[config.mk]
export PLATFORM = sky130hd
export DESIGN_NAME = switch_ctrl_dev_flat
export DESIGN_NICKNAME = d
export VERILOG_FILES = /design/src/verilog/switch_pkg.sv /design/src/verilog/switch_link_if.sv /design/src/verilog/switch_ctrl_dev.sv /design/src/flat_wrapper.sv
export VERILOG_INCLUDE_DIRS = /design/src /design/src/verilog
export SDC_FILE = /design/constraint.sdc
export NUM_CORES = 1
export LEC_CHECK = 0
export ABC_AREA = 1
export CAP_MARGIN = 20
export CORE_UTILIZATION = 26
export DETAILED_ROUTE_END_ITERATION = 10
export DONT_BUFFER_PORTS = 1
export PLACE_DENSITY = 0.35
export SKIP_LAST_GASP = 1
export SLEW_MARGIN = 20
export SYNTH_ARGS = -nofsm -noshare
export SYNTH_HDL_FRONTEND = slang
export SYNTH_SLANG_ARGS = --single-unit
[constraint.sdc]
create_clock -name mclk -period 2.9 [get_ports mclk]
set_clock_uncertainty 0.2 [all_clocks]
set_input_delay 0.145 -clock mclk [delete_from_list [all_inputs] [get_ports mclk]]
set_output_delay 0.145 -clock mclk [all_outputs]
set_load 0.02 [all_outputs]
[src/verilog/switch_defs.svh]
// timing constants and field positions shared by both ends
`ifndef SWITCH_DEFS_SVH
`define SWITCH_DEFS_SVH
`define CLK_MHZ            200
`define T_WRST_US          10
`define T_ENBL_NS          5000
`define T_CSB_NS           1000
`define T_LEAD_NS          500
`define F_SPI_MAX_KHZ      8000
`define T_IN_MS            250
`define T_WDTO_MS          310
`define CYC_WRST           (`T_WRST_US * `CLK_MHZ)
`define CYC_ENBL           ((`T_ENBL_NS * `CLK_MHZ + 999) / 1000)
`define CYC_CSB            ((`T_CSB_NS * `CLK_MHZ + 999) / 1000)
`define CYC_LEAD           ((`T_LEAD_NS * `CLK_MHZ + 999) / 1000)
`define CYC_SCK_HALF       ((`CLK_MHZ * 1000 + 2 * `F_SPI_MAX_KHZ - 1) / (2 * `F_SPI_MAX_KHZ))
`define CYC_IN             (`T_IN_MS * `CLK_MHZ * 1000)
`define CYC_WDTO           (`T_WDTO_MS * `CLK_MHZ * 1000)
`define FRAME_BITS         16
`define BIT_TOGGLE         15
`define BIT_MODE_LO        0
`define BIT_SENSE_LO       4
`define BIT_SENSE_HI       5
`define BIT_HOLD_EN        6
`define BIT_OC_WIN_LO      8
`define BIT_STALL_EN       10
`define SEL_OFF            2'h0
`endif

[src/verilog/switch_pkg.sv]
// types used by the switch end of the link
package switch_pkg;
    typedef enum logic [1:0] {
        MODE_INT_CLK,
        MODE_EXT_CLK,
        MODE_DIRECT,
        MODE_RSVD
    } sw_mode_t;
    typedef enum logic [1:0] {
        SENSE_NONE,
        SENSE_CH0,
        SENSE_CH1,
        SENSE_TEMP
    } sense_src_t;
endpackage

[src/verilog/switch_link_if.sv]
// link between the controller and the power switch
`timescale 1ns/1ps
interface switch_link_if;
    logic chip_select_n;
    logic sclk;
    logic sdi;
    logic sdo;
    logic wake_reset_n;
    logic direct_input_ch0;
    logic direct_input_ch1;
    logic sync_oe;
    logic pwm_clk;
    modport dev (
        input  chip_select_n, sclk, sdi, wake_reset_n,
        input  direct_input_ch0, direct_input_ch1, pwm_clk,
        output sdo, sync_oe
    );
    modport host (
        output chip_select_n, sclk, sdi, wake_reset_n,
        output direct_input_ch0, direct_input_ch1, pwm_clk,
        input  sdo, sync_oe
    );
endinterface

[src/verilog/switch_ctrl_dev.sv]
`timescale 1ns/1ps
`include "switch_defs.svh"
module switch_ctrl_dev #(
    parameter int unsigned          IN_CYCLES   = `CYC_IN,
    parameter int unsigned          WDTO_CYCLES = `CYC_WDTO,
    parameter int unsigned          PWM_DIV     = 1000,
    parameter int unsigned          STAGE_CYC   = 64,
    parameter switch_pkg::sense_src_t MAP1      = switch_pkg::SENSE_CH0,
    parameter switch_pkg::sense_src_t MAP2      = switch_pkg::SENSE_CH1,
    parameter switch_pkg::sense_src_t MAP3      = switch_pkg::SENSE_TEMP
) (
    input  wire logic       mclk,
    input  wire logic       rst_n,
    switch_link_if.dev      link,
    input  wire logic       vdd_ok,
    input  wire logic [1:0] oc_over,
    input  wire logic       pwm_ext_tick,
    output logic            switch_output_ch0,
    output logic            switch_output_ch1,
    output logic [1:0]      sense_output,
    output logic            sense_oe,
    output logic            hold_active,
    output logic            asleep,
    output logic            fail_safe,
    output logic [15:0]     global_config_reg,
    output logic [1:0]      oc_window
);
    typedef struct packed {
        logic        sleep;
        logic        fsafe;
        logic [31:0] in_cnt;
        logic [31:0] wd_cnt;
        logic        last_tog;
        logic        first_seen;
        logic        in0_d;
        logic        in1_d;
        logic        rst_d;
        logic        cs_d;
        logic        sck_d;
        logic [15:0] shin;
        logic [15:0] shout;
        logic [4:0]  bitn;
        logic [15:0] cfg;
        logic [31:0] pwm_cnt;
        logic        pwm_int;
        logic        pwm_ext;
        logic [1:0]  on;
        logic [1:0]  held_src;
        logic [1:0]  snz;
        logic        soe;
        logic        hold;
        logic        sync_oe;
        logic [1:0]  ocw;
        logic [31:0] oc_cnt;
        logic [1:0]  oc_stage;
    } dev_st_t;
    dev_st_t s_r;
    dev_st_t s_nxt;
    switch_pkg::sw_mode_t m [2];
    logic                 din [2];
    logic                 pwm_src [2];
    logic [1:0]           sel;
    switch_pkg::sense_src_t src;
    logic                 sense_ok;

    assign sel = {s_r.cfg[`BIT_SENSE_HI], s_r.cfg[`BIT_SENSE_LO]};
    assign din[0] = link.direct_input_ch0;
    assign din[1] = link.direct_input_ch1;
    generate
        for (genvar c = 0; c < 2; c++) begin : g_mode
            assign m[c] = switch_pkg::sw_mode_t'(
                s_r.cfg[`BIT_MODE_LO + 2*c +: 2]);
            assign pwm_src[c] = (m[c] == switch_pkg::MODE_EXT_CLK)
                ? s_r.pwm_ext : s_r.pwm_int;
        end
    endgenerate

    always_comb begin
        case (sel)
            2'h1:    src = MAP1;
            2'h2:    src = MAP2;
            2'h3:    src = MAP3;
            default: src = switch_pkg::SENSE_NONE;
        endcase
    end
    // sensing needs logic supply and normal mode; window blocks it
    assign sense_ok = !s_r.fsafe && vdd_ok && !s_r.sleep
        && (s_r.ocw == 2'h0);

    always_comb begin
        s_nxt = s_r;
        s_nxt.in0_d = din[0];
        s_nxt.in1_d = din[1];
        s_nxt.rst_d = link.wake_reset_n;
        s_nxt.cs_d  = link.chip_select_n;
        s_nxt.sck_d = link.sclk;
        // sleep/wake
        if (s_r.sleep && ((din[0] && !s_r.in0_d) || (din[1] && !s_r.in1_d)))
            s_nxt.sleep = 1'b0;
        if (link.wake_reset_n && !s_r.rst_d)
            s_nxt.sleep = 1'b0;
        if (!link.wake_reset_n) begin
            s_nxt.cfg = '0;
            s_nxt.fsafe = 1'b0;
            s_nxt.first_seen = 1'b0;
            s_nxt.wd_cnt = '0;
            if (din[0] || din[1])
                s_nxt.in_cnt = '0;
            else if (s_r.in_cnt >= IN_CYCLES - 1)
                s_nxt.sleep = 1'b1;
            else
                s_nxt.in_cnt = s_r.in_cnt + 32'h1;
        end else begin
            s_nxt.in_cnt = '0;
            // watchdog on the toggle bit of every frame
            if (!s_r.fsafe) begin
                if (s_r.wd_cnt >= WDTO_CYCLES - 1)
                    s_nxt.fsafe = 1'b1;
                else
                    s_nxt.wd_cnt = s_r.wd_cnt + 32'h1;
            end
        end
        // serial port, sampled on mclk; si taken on sclk falling
        if (!link.chip_select_n && s_r.cs_d) begin
            s_nxt.bitn = '0;
            s_nxt.shout = s_r.shin; // daisy-chain: previous frame out
        end
        if (!link.chip_select_n && s_r.sck_d && !link.sclk) begin
            s_nxt.shin = {s_r.shin[14:0], link.sdi};
            s_nxt.bitn = s_r.bitn + 5'h1;
        end
        if (!link.chip_select_n && !s_r.sck_d && link.sclk
            && s_r.bitn != 5'h0)
            s_nxt.shout = {s_r.shout[14:0], 1'b0};
        if (link.chip_select_n && !s_r.cs_d && link.wake_reset_n
            && s_r.bitn == 5'(`FRAME_BITS)) begin
            // partial frames are dropped
            s_nxt.cfg = s_r.shin;
            if (!s_r.first_seen
                || s_r.shin[`BIT_TOGGLE] != s_r.last_tog) begin
                s_nxt.wd_cnt = '0;
                s_nxt.first_seen = 1'b1;
            end
            s_nxt.last_tog = s_r.shin[`BIT_TOGGLE];
        end
        // internal pwm divider; external clock from tick or link pin
        s_nxt.pwm_ext = pwm_ext_tick || link.pwm_clk;
        if (s_r.pwm_cnt >= PWM_DIV - 1) begin
            s_nxt.pwm_cnt = '0;
            s_nxt.pwm_int = !s_r.pwm_int;
        end else
            s_nxt.pwm_cnt = s_r.pwm_cnt + 32'h1;
        for (int c = 0; c < 2; c++) begin
            if (s_r.sleep)
                s_nxt.on[c] = 1'b0;
            else if (m[c] == switch_pkg::MODE_DIRECT || s_r.fsafe)
                s_nxt.on[c] = din[c];
            else
                s_nxt.on[c] = pwm_src[c];
            s_nxt.ocw[c] = oc_over[c] && s_nxt.on[c]
                && (s_r.oc_stage != 2'h3 || s_r.cfg[`BIT_STALL_EN]);
        end
        // staircase stages after turn-on; motor profile keeps window
        if (s_r.on == 2'h0) begin
            s_nxt.oc_cnt = '0;
            s_nxt.oc_stage = '0;
        end else if (s_r.oc_cnt >= STAGE_CYC - 1) begin
            s_nxt.oc_cnt = '0;
            if (s_r.oc_stage != 2'h3)
                s_nxt.oc_stage = s_r.oc_stage + 2'h1;
        end else
            s_nxt.oc_cnt = s_r.oc_cnt + 32'h1;
        // sense output path
        s_nxt.soe = (sel != `SEL_OFF) && sense_ok;
        s_nxt.hold = 1'b0;
        case (src)
            switch_pkg::SENSE_CH0: begin
                s_nxt.hold = !s_r.on[0] && s_r.cfg[`BIT_HOLD_EN];
                if (s_r.on[0])
                    s_nxt.held_src = 2'h1;
            end
            switch_pkg::SENSE_CH1: begin
                s_nxt.hold = !s_r.on[1] && s_r.cfg[`BIT_HOLD_EN];
                if (s_r.on[1])
                    s_nxt.held_src = 2'h2;
            end
            switch_pkg::SENSE_TEMP: s_nxt.held_src = 2'h3;
            default: s_nxt.held_src = 2'h0;
        endcase
        s_nxt.snz = s_nxt.hold ? s_r.held_src : s_nxt.held_src;
        // sync high while sense valid; released on any turn-off
        if ((s_r.on & ~s_nxt.on) != 2'h0)
            s_nxt.sync_oe = 1'b0;
        else
            s_nxt.sync_oe = s_nxt.soe && !s_nxt.hold
                && ((src == switch_pkg::SENSE_CH0 && s_r.on[0])
                 || (src == switch_pkg::SENSE_CH1 && s_r.on[1])
                 || src == switch_pkg::SENSE_TEMP);
    end

    always_ff @(posedge mclk or negedge rst_n) begin
        if (!rst_n) begin
            s_r <= '0;
            s_r.sleep <= 1'b1;
            s_r.cs_d <= 1'b1;
        end else begin
            s_r <= s_nxt;
        end
    end

    assign link.sdo          = s_r.shout[15];
    assign link.sync_oe      = s_r.sync_oe;
    assign switch_output_ch0 = s_r.on[0];
    assign switch_output_ch1 = s_r.on[1];
    assign sense_output      = s_r.snz;
    assign sense_oe          = s_r.soe;
    assign hold_active       = s_r.hold;
    assign asleep            = s_r.sleep;
    assign fail_safe         = s_r.fsafe;
    assign global_config_reg = s_r.cfg;
    assign oc_window         = s_r.ocw;
endmodule

[src/flat_wrapper.sv]
// flat-port wrapper written by rule: the top's interface ports become plain ports
module switch_ctrl_dev_flat 
#(
    parameter int unsigned          IN_CYCLES   = `CYC_IN,
    parameter int unsigned          WDTO_CYCLES = `CYC_WDTO,
    parameter int unsigned          PWM_DIV     = 1000,
    parameter int unsigned          STAGE_CYC   = 64,
    parameter switch_pkg::sense_src_t MAP1      = switch_pkg::SENSE_CH0,
    parameter switch_pkg::sense_src_t MAP2      = switch_pkg::SENSE_CH1,
    parameter switch_pkg::sense_src_t MAP3      = switch_pkg::SENSE_TEMP
)
  (mclk, rst_n, vdd_ok, oc_over, pwm_ext_tick, switch_output_ch0, switch_output_ch1, sense_output, sense_oe, hold_active, asleep, fail_safe, global_config_reg, oc_window, link_chip_select_n, link_sclk, link_sdi, link_wake_reset_n, link_direct_input_ch0, link_direct_input_ch1, link_pwm_clk, link_sdo, link_sync_oe);
  switch_link_if link_i ();
  input  wire logic mclk;
  input  wire logic rst_n;
  input  wire logic vdd_ok;
  input  wire logic [1:0] oc_over;
  input  wire logic pwm_ext_tick;
  output logic switch_output_ch0;
  output logic switch_output_ch1;
  output logic [1:0] sense_output;
  output logic sense_oe;
  output logic hold_active;
  output logic asleep;
  output logic fail_safe;
  output logic [15:0] global_config_reg;
  output logic [1:0] oc_window;
  input wire logic [$bits(link_i.chip_select_n)-1:0] link_chip_select_n;
  input wire logic [$bits(link_i.sclk)-1:0] link_sclk;
  input wire logic [$bits(link_i.sdi)-1:0] link_sdi;
  input wire logic [$bits(link_i.wake_reset_n)-1:0] link_wake_reset_n;
  input wire logic [$bits(link_i.direct_input_ch0)-1:0] link_direct_input_ch0;
  input wire logic [$bits(link_i.direct_input_ch1)-1:0] link_direct_input_ch1;
  input wire logic [$bits(link_i.pwm_clk)-1:0] link_pwm_clk;
  output wire logic [$bits(link_i.sdo)-1:0] link_sdo;
  output wire logic [$bits(link_i.sync_oe)-1:0] link_sync_oe;
  assign link_i.chip_select_n = link_chip_select_n;
  assign link_i.sclk = link_sclk;
  assign link_i.sdi = link_sdi;
  assign link_i.wake_reset_n = link_wake_reset_n;
  assign link_i.direct_input_ch0 = link_direct_input_ch0;
  assign link_i.direct_input_ch1 = link_direct_input_ch1;
  assign link_i.pwm_clk = link_pwm_clk;
  assign link_sdo = link_i.sdo;
  assign link_sync_oe = link_i.sync_oe;
  switch_ctrl_dev #(.IN_CYCLES(IN_CYCLES), .WDTO_CYCLES(WDTO_CYCLES), .PWM_DIV(PWM_DIV), .STAGE_CYC(STAGE_CYC), .MAP1(MAP1), .MAP2(MAP2), .MAP3(MAP3)) u_core (.mclk(mclk), .rst_n(rst_n), .link(link_i), .vdd_ok(vdd_ok), .oc_over(oc_over), .pwm_ext_tick(pwm_ext_tick), .switch_output_ch0(switch_output_ch0), .switch_output_ch1(switch_output_ch1), .sense_output(sense_output), .sense_oe(sense_oe), .hold_active(hold_active), .asleep(asleep), .fail_safe(fail_safe), .global_config_reg(global_config_reg), .oc_window(oc_window));
endmodule
Word-level counts from Yosys, hierarchy flattened

Cells that the tools add are included.

Magnitude comparators: 4
Reduce and logical (&&, ||, !) cells: 60
Bitwise operators: 2
Equality and inequality tests: 15
Mux-type cells: 39
Add/sub/neg operators: 6

Operators with widths:

| cell                                                  | count |
|---|---|
| 2-to-1 mux 32 bit                                     | 7 |
| adder 32 x 1 -> 32 bit, second input constant         | 4 |
| 2-to-1 mux 34 bit                                     | 2 |
| 2-to-1 mux 65 bit                                     | 1 |
| >= comparator 32 x 26 -> 1 bit, second input constant | 2 |
| 2-to-1 mux 16 bit                                     | 3 |
| >= comparator 32 x 10 -> 1 bit, second input constant | 1 |
| >= comparator 32 x 6 -> 1 bit, second input constant  | 1 |
| logical AND 1 bit                                     | 27 |
| 2-to-1 mux 21 bit                                     | 1 |
| 2-to-1 mux 1 bit                                      | 16 |
| logical NOT 1 bit                                     | 14 |
| equality test 2 bit, second input constant            | 6 |
| one-hot mux 2 bit (3 select lines)                    | 2 |
| nonzero test 2 bit                                    | 6 |
| 2-to-1 mux 2 bit                                      | 5 |
| logical OR 1 bit                                      | 9 |
| equality test 2 x 1 -> 1 bit, second input constant   | 4 |
| adder 5 x 1 -> 5 bit, second input constant           | 1 |
| equality test 5 bit, second input constant            | 1 |
| 2-to-1 mux 5 bit                                      | 1 |
| nonzero test 5 bit                                    | 1 |
| logical NOT 2 bit                                     | 2 |
| inequality test 3 x 2 -> 1 bit, second input constant | 1 |
| 8 further kinds                                       | 8 |

Word-level logic and storage cells: 153
Flip-flop bits (word level): 205
Bits of input ports: 13
Output and inout bits: 28

Depth between registers and ports, before layout

Gate-level depths: netlist of the first run.

Word-level depth: 9
Mapped depth: 13
Depth with buffers taken out: 12

Worst setup path after synthesis of the first run

Ideal clock, no wire load.

Path kind: flip-flop to flip-flop
Start: register u_core.s_r[47] in the netlist's numbering
End: register u_core.s_r[49] in the netlist's numbering
Stages on the path, launching flop included: 9
Clock period less this slack: 1.718 ns
Setup time: 0.089 ns
Path slack: 1.182 ns
Buffers on the path: 0
Arrival time: 1.429 ns
Data required time: 2.611 ns
Path through: dfrtp_1 ha_1 nand2_1 nand2_1 nand3_1 nand3_1 nor2_1 clkinv_1 nor3b_1

RTL lines:

| what                   | RTL line               | source |
|---|---|---|
| start, declared        | switch_ctrl_dev.sv:57  | `dev_st_t s_r;` |
| start signal, assigned | switch_ctrl_dev.sv:207 | `s_r <= s_nxt;` |

==> results.md, run 1 <==
- Setup repair bufs after CTS: 0
- Die H: roughly 190 µm
- Reg power frac: between 40% and 50%
- Adder and majority gate portion of the synthesized area: approximately 1.6%
- Gate power share: 3.9%
- Setup crit end kind: flip-flop
- PostCTS Resize Cnt: 0
- P_leak: 4.96 nW
- Setup TNS: 0 ns
- Post-synth top cells: nand2_1, dfrtp_1, nor2_1
- Clock transition at the registers of the reported paths: approximately 0.050 ns
- Max_slew headroom: between 40% and 50%
- Top FF cell, synth: dfrtp_1
- Post-layout min period: between 2 and 2.5 ns
- CTS Hold Bufs: 14
- Final Instance Count excl. Fillers: 1,644
- Slowest CP cell: dlygate4sd3_1
- Most area-consuming cells after synthesis: dfrtp_1, nand2_1, nor2_1
- CP Class: input port to flip-flop
- Internal power: slightly below 5 mW
- Largest family of logic cells by synthesized area: simple AND/OR/NAND/NOR gates
- Gpl congestion: approximately 0.77
- Vias: between 7,000 and 8,000
- Hold slack: -0.886 ns
- Proportion of synthesized area in mux cells: 0%
- Worst path required time: approximately 3.2 ns
- Yosys warning count: 0
- Final antenna-violating net count: 0
- TritonCTS Buffers: 27
- Max-slew violations: 0
- Num rows: 69
- Final instance area: 11,000 µm²
- Biggest cell delay along the critical path: approximately 0.6 ns
- Cell type with the largest total area after synthesis: dfrtp_1
- Largest net degree at the start of global routing: a little over 200
- Number of global-route vias before repair: 7,303
- Post-DP Area: ~10,000 µm²
- Post-synthesis xor/xnor area fraction: 2.30%
- Crit path DAT: ~2.7 ns
- Port bufs: 0
- # clock sinks: 205
- Fmax: roughly 0.41 GHz
- Placed Cells: 1,582
- Seq/Total Area, Yosys: ~54%
- TritonCTS clock tree: yes
- Clk pwr share: between 40% and 50%
- CP max FO: 16
- CP Launch Type: input port
- Cells after Synth: about 1,100
- Core Footprint: between 30,000 and 40,000 µm²
- Final Hold Vio Count: between 200 and 250
- Max_cap viols: 0
- Post-DP HPWL: 15,100 µm
- Global route overflow: 0
- Routed len/inst: roughly 14 µm
- Final nets: around 1,200
- Starting Density: around a quarter
- Clk Tree Root Cell: clkbuf_16
- Top-count cell post-synth: nand2_1
- Pwr Total: 6.43 mW
- RSZ-0062 raised after global routing: false
- Top cell type's share of synthesized area: between 50% and 60%
- Initial antenna violation count: 1
- Worst vdd ir: approximately 0.00044 V
- DR vias/cell: between 4 and 5
- Synth Area in Compound Gates: between 6 and 7%
- Clock Tree Buf Depth: 3
- H-tree level count: 1
- Final period utilization: around 85%
- First-pass GRT wire length: just under 40,000 µm
- Synth cell types: 42
- Simple-gate share of the synthesized area: between 20% and 30%
- GRT Overall Usage: 12.6%
- Residual DRC: 2
- Starting DRC count in detailed routing: roughly 330
- Setup violators final: 0
- Net Sw Frac: between 20% and 30%
- Yosys reg bits: roughly 210
- Run status: finished, violations left
- Drt first pass iters: 9
- EDFF count, synth: 0
- Cell area after synthesis: between 9000 and 10,000 µm²
- Die width: around 190 µm
- Layout cells sized above 1: about 6.9%
- Total wire length: between 20,000 and 25,000 µm
- Measured slew at the worst slew-check pin: between 0.7 and 0.8 ns
- Top Ports: 41
- Die area: around 37,000 µm²
- Power density cells: approximately 600 nW/µm²
- Failing checks: design-rule violations, negative hold slack
- Worst-path cell chain: dlygate4sd3_1 > dlygate4sd3_1 > inv_1 > nor4_1 > nand2_1 > nor2_1 > nor2_2 > buf_4 > inv_1 > nor2_1
- Synth Area per Inst: ~8.6 µm²
- Hold Path Class: input port to async pin
- Max FFs per register: roughly 180
- Layout Area Growth over Synthesis: 15.7%
- Asr flop ratio synth: 100%
- Sw Pwr: 1.45 mW
- Skew-Pair Late Insertion Delay: 0.53 ns
[per-stage QoR]
| step | hold WS [ns] | utilization, % | setup slack, ns |
|---|---|---|---|
| detailed placement | -0.341 | 28.0 | 0.544 |
| global placement | -0.342 | 28.0 | 0.572 |
| CTS | -0.923 | 30.8 | 0.399 |
| floorplan | -0.351 | - | 1.18 |
| global route | -0.922 | 30.8 | 0.253 |
| finish | -0.886 | 30.8 | 0.442 |
[per-layer routing]
layer  vias to the layer above  wire length (µm)  global-route usage, %
met5                         -                 0                      0
met4                         0               558                   3.67
met3                        33               818                   2.60
met2                        80             10100                   20.1
met1                      3320             11300                   17.2
li1                       3650                 -                      -
[power groups by stage]
stage                     Clock, mW  Sequential (mW)  Combinational [mW]
after floorplan                   0             3.07               0.178
after global routing           3.40             3.05               0.294
final                          3.14             3.04               0.248
after CTS                      3.30             3.04               0.254
after detailed placement          0             3.09               0.224
after global placement            0             3.09               0.223
[area by class of cell]
cell class / instances / area (µm²)
antenna: 1 / 2.50
multi-input combinational: 774 / 3770
clock inverter: 5 / 28.8
fill: 3773 / 24800
inverter: 135 / 507
clock buffer: 42 / 812
timing repair buffer: 21 / 203
sequential: 205 / 5130
tap: 461 / 577
[cell families after synthesis]
family	count (synthesis)
flip-flops	205
XOR/XNOR	25
adder cells (fa/ha/maj)	12
AO/OA/AOI/OAI	100
AND/OR/NAND/NOR	589
other	1
buffers and inverters	183
[cells in the final DEF (no fill, tap or decap), types with 12 or more instances in the layout]
cell type,n
a21oi_1,12
ha_1,12
o221ai_1,14
clkbuf_16,27
nand4_1,25
nand3_1,116
conb_1,48
dlygate4sd3_1,13
o21ai_0,49
inv_1,131
xor2_1,15
nor3_1,22
dfrtp_1,203
nor2_1,162
nand2_1,218
[final timing paths]
check | slack, ns | cells after the start | start | to
max | 0.44 | 10 | link_chip_select_n | u_core.s_r[164]$_DFF_PN0_
min | -0.89 | 0 | rst_n | u_core.global_config_reg[7]$_DFFE_PN0P_
max reg2reg | 0.61 | 10 | u_core.s_r[95]$_DFFE_PN0P_ | u_core.s_r[164]$_DFF_PN0_
min reg2reg | 0.26 | 1 | u_core.s_r[47]$_DFF_PN0_ | u_core.s_r[47]$_DFF_PN0_
max in group asynchronous | 2.81 | 0 | rst_n | u_core.s_r[168]$_DFF_PN0_
min in group mclk | 0.06 | 5 | link_sclk | u_core.link.sdo$_DFFE_PN0P_
[worst max-delay path, delay by kind of cell]
kind	cells	cell delay (ns)
buf+inv	5	1.69
simple gates	5	0.88
Note: power is estimated with default switching activity, not from simulation.
==> inputs of run 2 (changes only) <==
--- a/config.mk
+++ b/config.mk
@@ -6,7 +6,7 @@
 export SDC_FILE = /design/constraint.sdc
 export NUM_CORES = 1
 export LEC_CHECK = 0
-export ABC_AREA = 1
+export ABC_AREA = 0
 export CAP_MARGIN = 20
 export CORE_UTILIZATION = 26
 export DETAILED_ROUTE_END_ITERATION = 10
==> constraint.sdc (replaced) <==
create_clock -name mclk -period 2.3 [get_ports mclk]
set_clock_uncertainty 0.2 [all_clocks]
set_input_delay 0.115 -clock mclk [delete_from_list [all_inputs] [get_ports mclk]]
set_output_delay 0.115 -clock mclk [all_outputs]
set_load 0.02 [all_outputs]
==> run 2 against run 1 <==
  * The run ends with negative hold slack left
  * Hold slack got worse by 0.040 ns
  * Combinational power up 2%
  * Via count is 15% lower
  * Critical path type is now flip-flop to flip-flop
  * Critical path depth fell by 4
  * Register-to-register slack lost 0.57 ns
==> results.md, run 2 <==
- Final period utilization: a little over nine tenths
- Max FFs per register: 177 (unchanged)
- Num rows: 66 (-4.3%)
- Most area-consuming cells after synthesis: dfrtp_1, nand2_1, xor2_1
- Die width: 186 µm (-4.1%)
- Post-DP HPWL: 12,800 µm (-15%)
- Starting DRC count in detailed routing: 303 (-8.7%)
- Yosys reg bits: 205 (unchanged)
- Most frequent cells in the layout: dfrtp_1, nand2_1, nor2_1, buf_4, conb_1
- Layout cells sized above 1: 15.1% (+8.1 points)
- First-pass GRT wire length: 33,600 µm (-13%)
- Sequential cell area: 5130 µm² (unchanged)
- Pwr Total: 8.58 mW (+34%)
- Placed Cells: 1,359 (-14%)
- RSZ-0062 raised after global routing: true
- Skew-Pair Late Insertion Delay: 0.54 ns (about the same)
- Seq/Total Area, Yosys: 58.5% (+4.7 points)
- Worst-path cell chain: nor4_2 > nand3_1 > or4_1 > nand2_1 > or4b_1 > o21ai_0
- Yosys warning count: 0 (unchanged)
- Setup crit end kind: flip-flop
- Power density cells: 777 nW/µm² (+33%)
- Hold Path Class: input port to async pin
- Cells after Synth: 844 (-24%)
- EDFF count, synth: 0 (unchanged)
- Crit path max-delay family: simple AND/OR/NAND/NOR gates
- Max_cap viols: 0 (unchanged)
- Biggest cell delay along the critical path: 0.56 ns (-0.04 ns)
- Initial antenna violation count: 0 (-1)
- Clock transition at the registers of the reported paths: 0.06 ns (about the same)
- Top Ports: 41 (unchanged)
- Cell area after synthesis: 8770 µm² (-8.0%)
- Crit path DAT: 2.51 ns (-0.22 ns)
- Failing checks: negative hold slack
- Final Instance Count excl. Fillers: 1,425 (-13%)
- Final antenna-violating net count: 0 (unchanged)
- CP Class: flip-flop to flip-flop
- Worst path required time: 2.56 ns (-0.61 ns)
- TritonCTS Buffers: 26 (-3.7%)
- Measured slew at the worst slew-check pin: 0.903 ns (+0.119 ns)
- Largest net degree at the start of global routing: 206 (unchanged)
- CTS Hold Bufs: 15 (+1)
- H-tree level count: 1 (unchanged)
- Starting Density: 26.7% (+0.065 points)
- Max-slew violations: 0 (unchanged)
- Global route overflow: 0 (unchanged)
- GRT Overall Usage: 12.3% (-0.36 points)
- Top cell type's share of synthesized area: 57.9% (+4.7 points)
- Top FF cell, synth: dfrtp_1
- R2R Setup Slk: 0.04 ns (-0.57 ns)
- Most common cell after layout, fill and taps aside: dfrtp_1
- Total wire length: 20,000 µm (-12%)
- Asr flop ratio synth: 100% (unchanged)
- DR vias/cell: 4.25 (-1.4%)
- TritonCTS clock tree: yes
- Fmax: around 0.44 GHz
- Max_slew headroom: 39.8% (-7.5 points)
- CP max FO: 2 (-14)
- Residual DRC: 0 (-2)
- Diodes inserted: 0 (-1)
- Setup violators final: 0 (unchanged)
- Clk Tree Root Cell: clkbuf_16
- Slowest CP cell: or4_1
- Synth Area per Inst: 10.4 µm² (+21%)
- P_leak: 5.01 nW (+0.99%)
- Final nets: 988 (-17%)
- Die H: 186 µm (-4.1%)
- Worst vdd ir: 0.000527 V (+19%)
- Hold slack: -0.926 ns (-0.0402 ns)
- Top-count cell post-synth: dfrtp_1
- Die area: 34,500 µm² (-8.0%)
- Final Hold Vio Count: 205 (unchanged)
- Drt first pass iters: 4 (-5)
- # clock sinks: 205 (unchanged)
- Port bufs: 0 (unchanged)
- Synth cell types: 54 (+29%)
- Area of the multi-input gates: 3540 µm² (-6.0%)
- Routed len/inst: 14.1 µm (+1.3%)
- Run status: finished, violations left
- Post-layout min period: 2.26 ns
- Layout Area Growth over Synthesis: 26.0%
- Core Footprint: 32,900 µm² (-8.3%)
- Gpl congestion: 0.707 (-7.6%)
- Clock Tree Buf Depth: 3 (unchanged)
- Post-synth top cells: dfrtp_1, nand2_1, nor2_1
- CP Launch Type: flip-flop
- Worst path bufs/invs: 0 (-5)
- Fillers: 3,442 (-8.8%)
- Vias: 6,055 (-15%)
- Cell type with the largest total area after synthesis: dfrtp_1
- Number of global-route vias before repair: 6,209 (-15%)
run 2: worst paths after layout:
path / start / to / depth (start not counted)
worst max-delay path: u_core.s_r[169]$_DFF_PN0_ / u_core.s_r[147]$_DFF_PN0_ / 6
worst min-delay path: rst_n / u_core.s_r[180]$_DFFE_PN0P_ / 0
worst max register to register: u_core.s_r[169]$_DFF_PN0_ / u_core.s_r[147]$_DFF_PN0_ / 6
worst min register to register: u_core.s_r[2]$_DFF_PN0_ / u_core.s_r[2]$_DFF_PN0_ / 1
max in group asynchronous: rst_n / u_core.s_r[133]$_DFF_PN1_ / 0
min in group mclk: link_sclk / u_core.s_r[132]$_DFF_PN0_ / 1
run 2: per-layer routing:
layer | vias up | wire length [µm] | share of wire (%) | GRT usage [%]
met2 | 74 | 8890 | 44 | 19.0
met5 | - | 0 | 0 | 0
met3 | 36 | 876 | 4.4 | 2.78
li1 | 3062 | - | - | -
met1 | 2883 | 9680 | 48 | 16.8
met4 | 0 | 596 | 3.0 | 4.20
run 2: report_power, final:
part	switching [mW]	internal, mW
Sequential	0.0849	3.75
Clock	1.62	2.88
Combinational	0.136	0.118
Total	1.84	6.74
run 2: final cells by class:
cell class	instances	share of cell area, %
sequential	205	46.5
multi-input combinational	619	32.1
timing repair buffer	91	7.02
clock buffer	32	6.46
tap	442	5.01
clock inverter	16	2.30
inverter	20	0.680
run 2: kinds of logic after synthesis:
group	Yosys count	share of synthesized area [%]
fa+ha+maj	12	1.71
other cells	1	0.0428
xor+xnor	58	5.79
flops	205	58.5
mux	18	2.07
simple gates	400	22.2
compound gates	83	5.85
buf+inv	67	3.77
run 2: per-stage QoR:
| stage | util, % | cell area (µm²) | setup slack [ns] | setup TNS (ns) |
|---|---|---|---|---|
| floorplan | - | 8940 | -0.0220 | -0.439 |
| global placement | 29.9 | 9840 | -0.0285 | -0.0285 |
| detailed placement | 29.9 | 9840 | -0.0277 | -0.0714 |
| CTS | 33.4 | 11000 | -0.0208 | -0.0208 |
| global route | 33.6 | 11000 | -0.101 | -0.241 |
| finish | 33.6 | 11000 | 0.0424 | 0 |
run 2: what timing repair did:
action	CTS	global route
buffers inserted	0	2
resized for setup	2	18
pin swaps	1	7
endpoints found under the hold margin	337	205
cloned	0	1
endpoints found under the setup margin	3	52
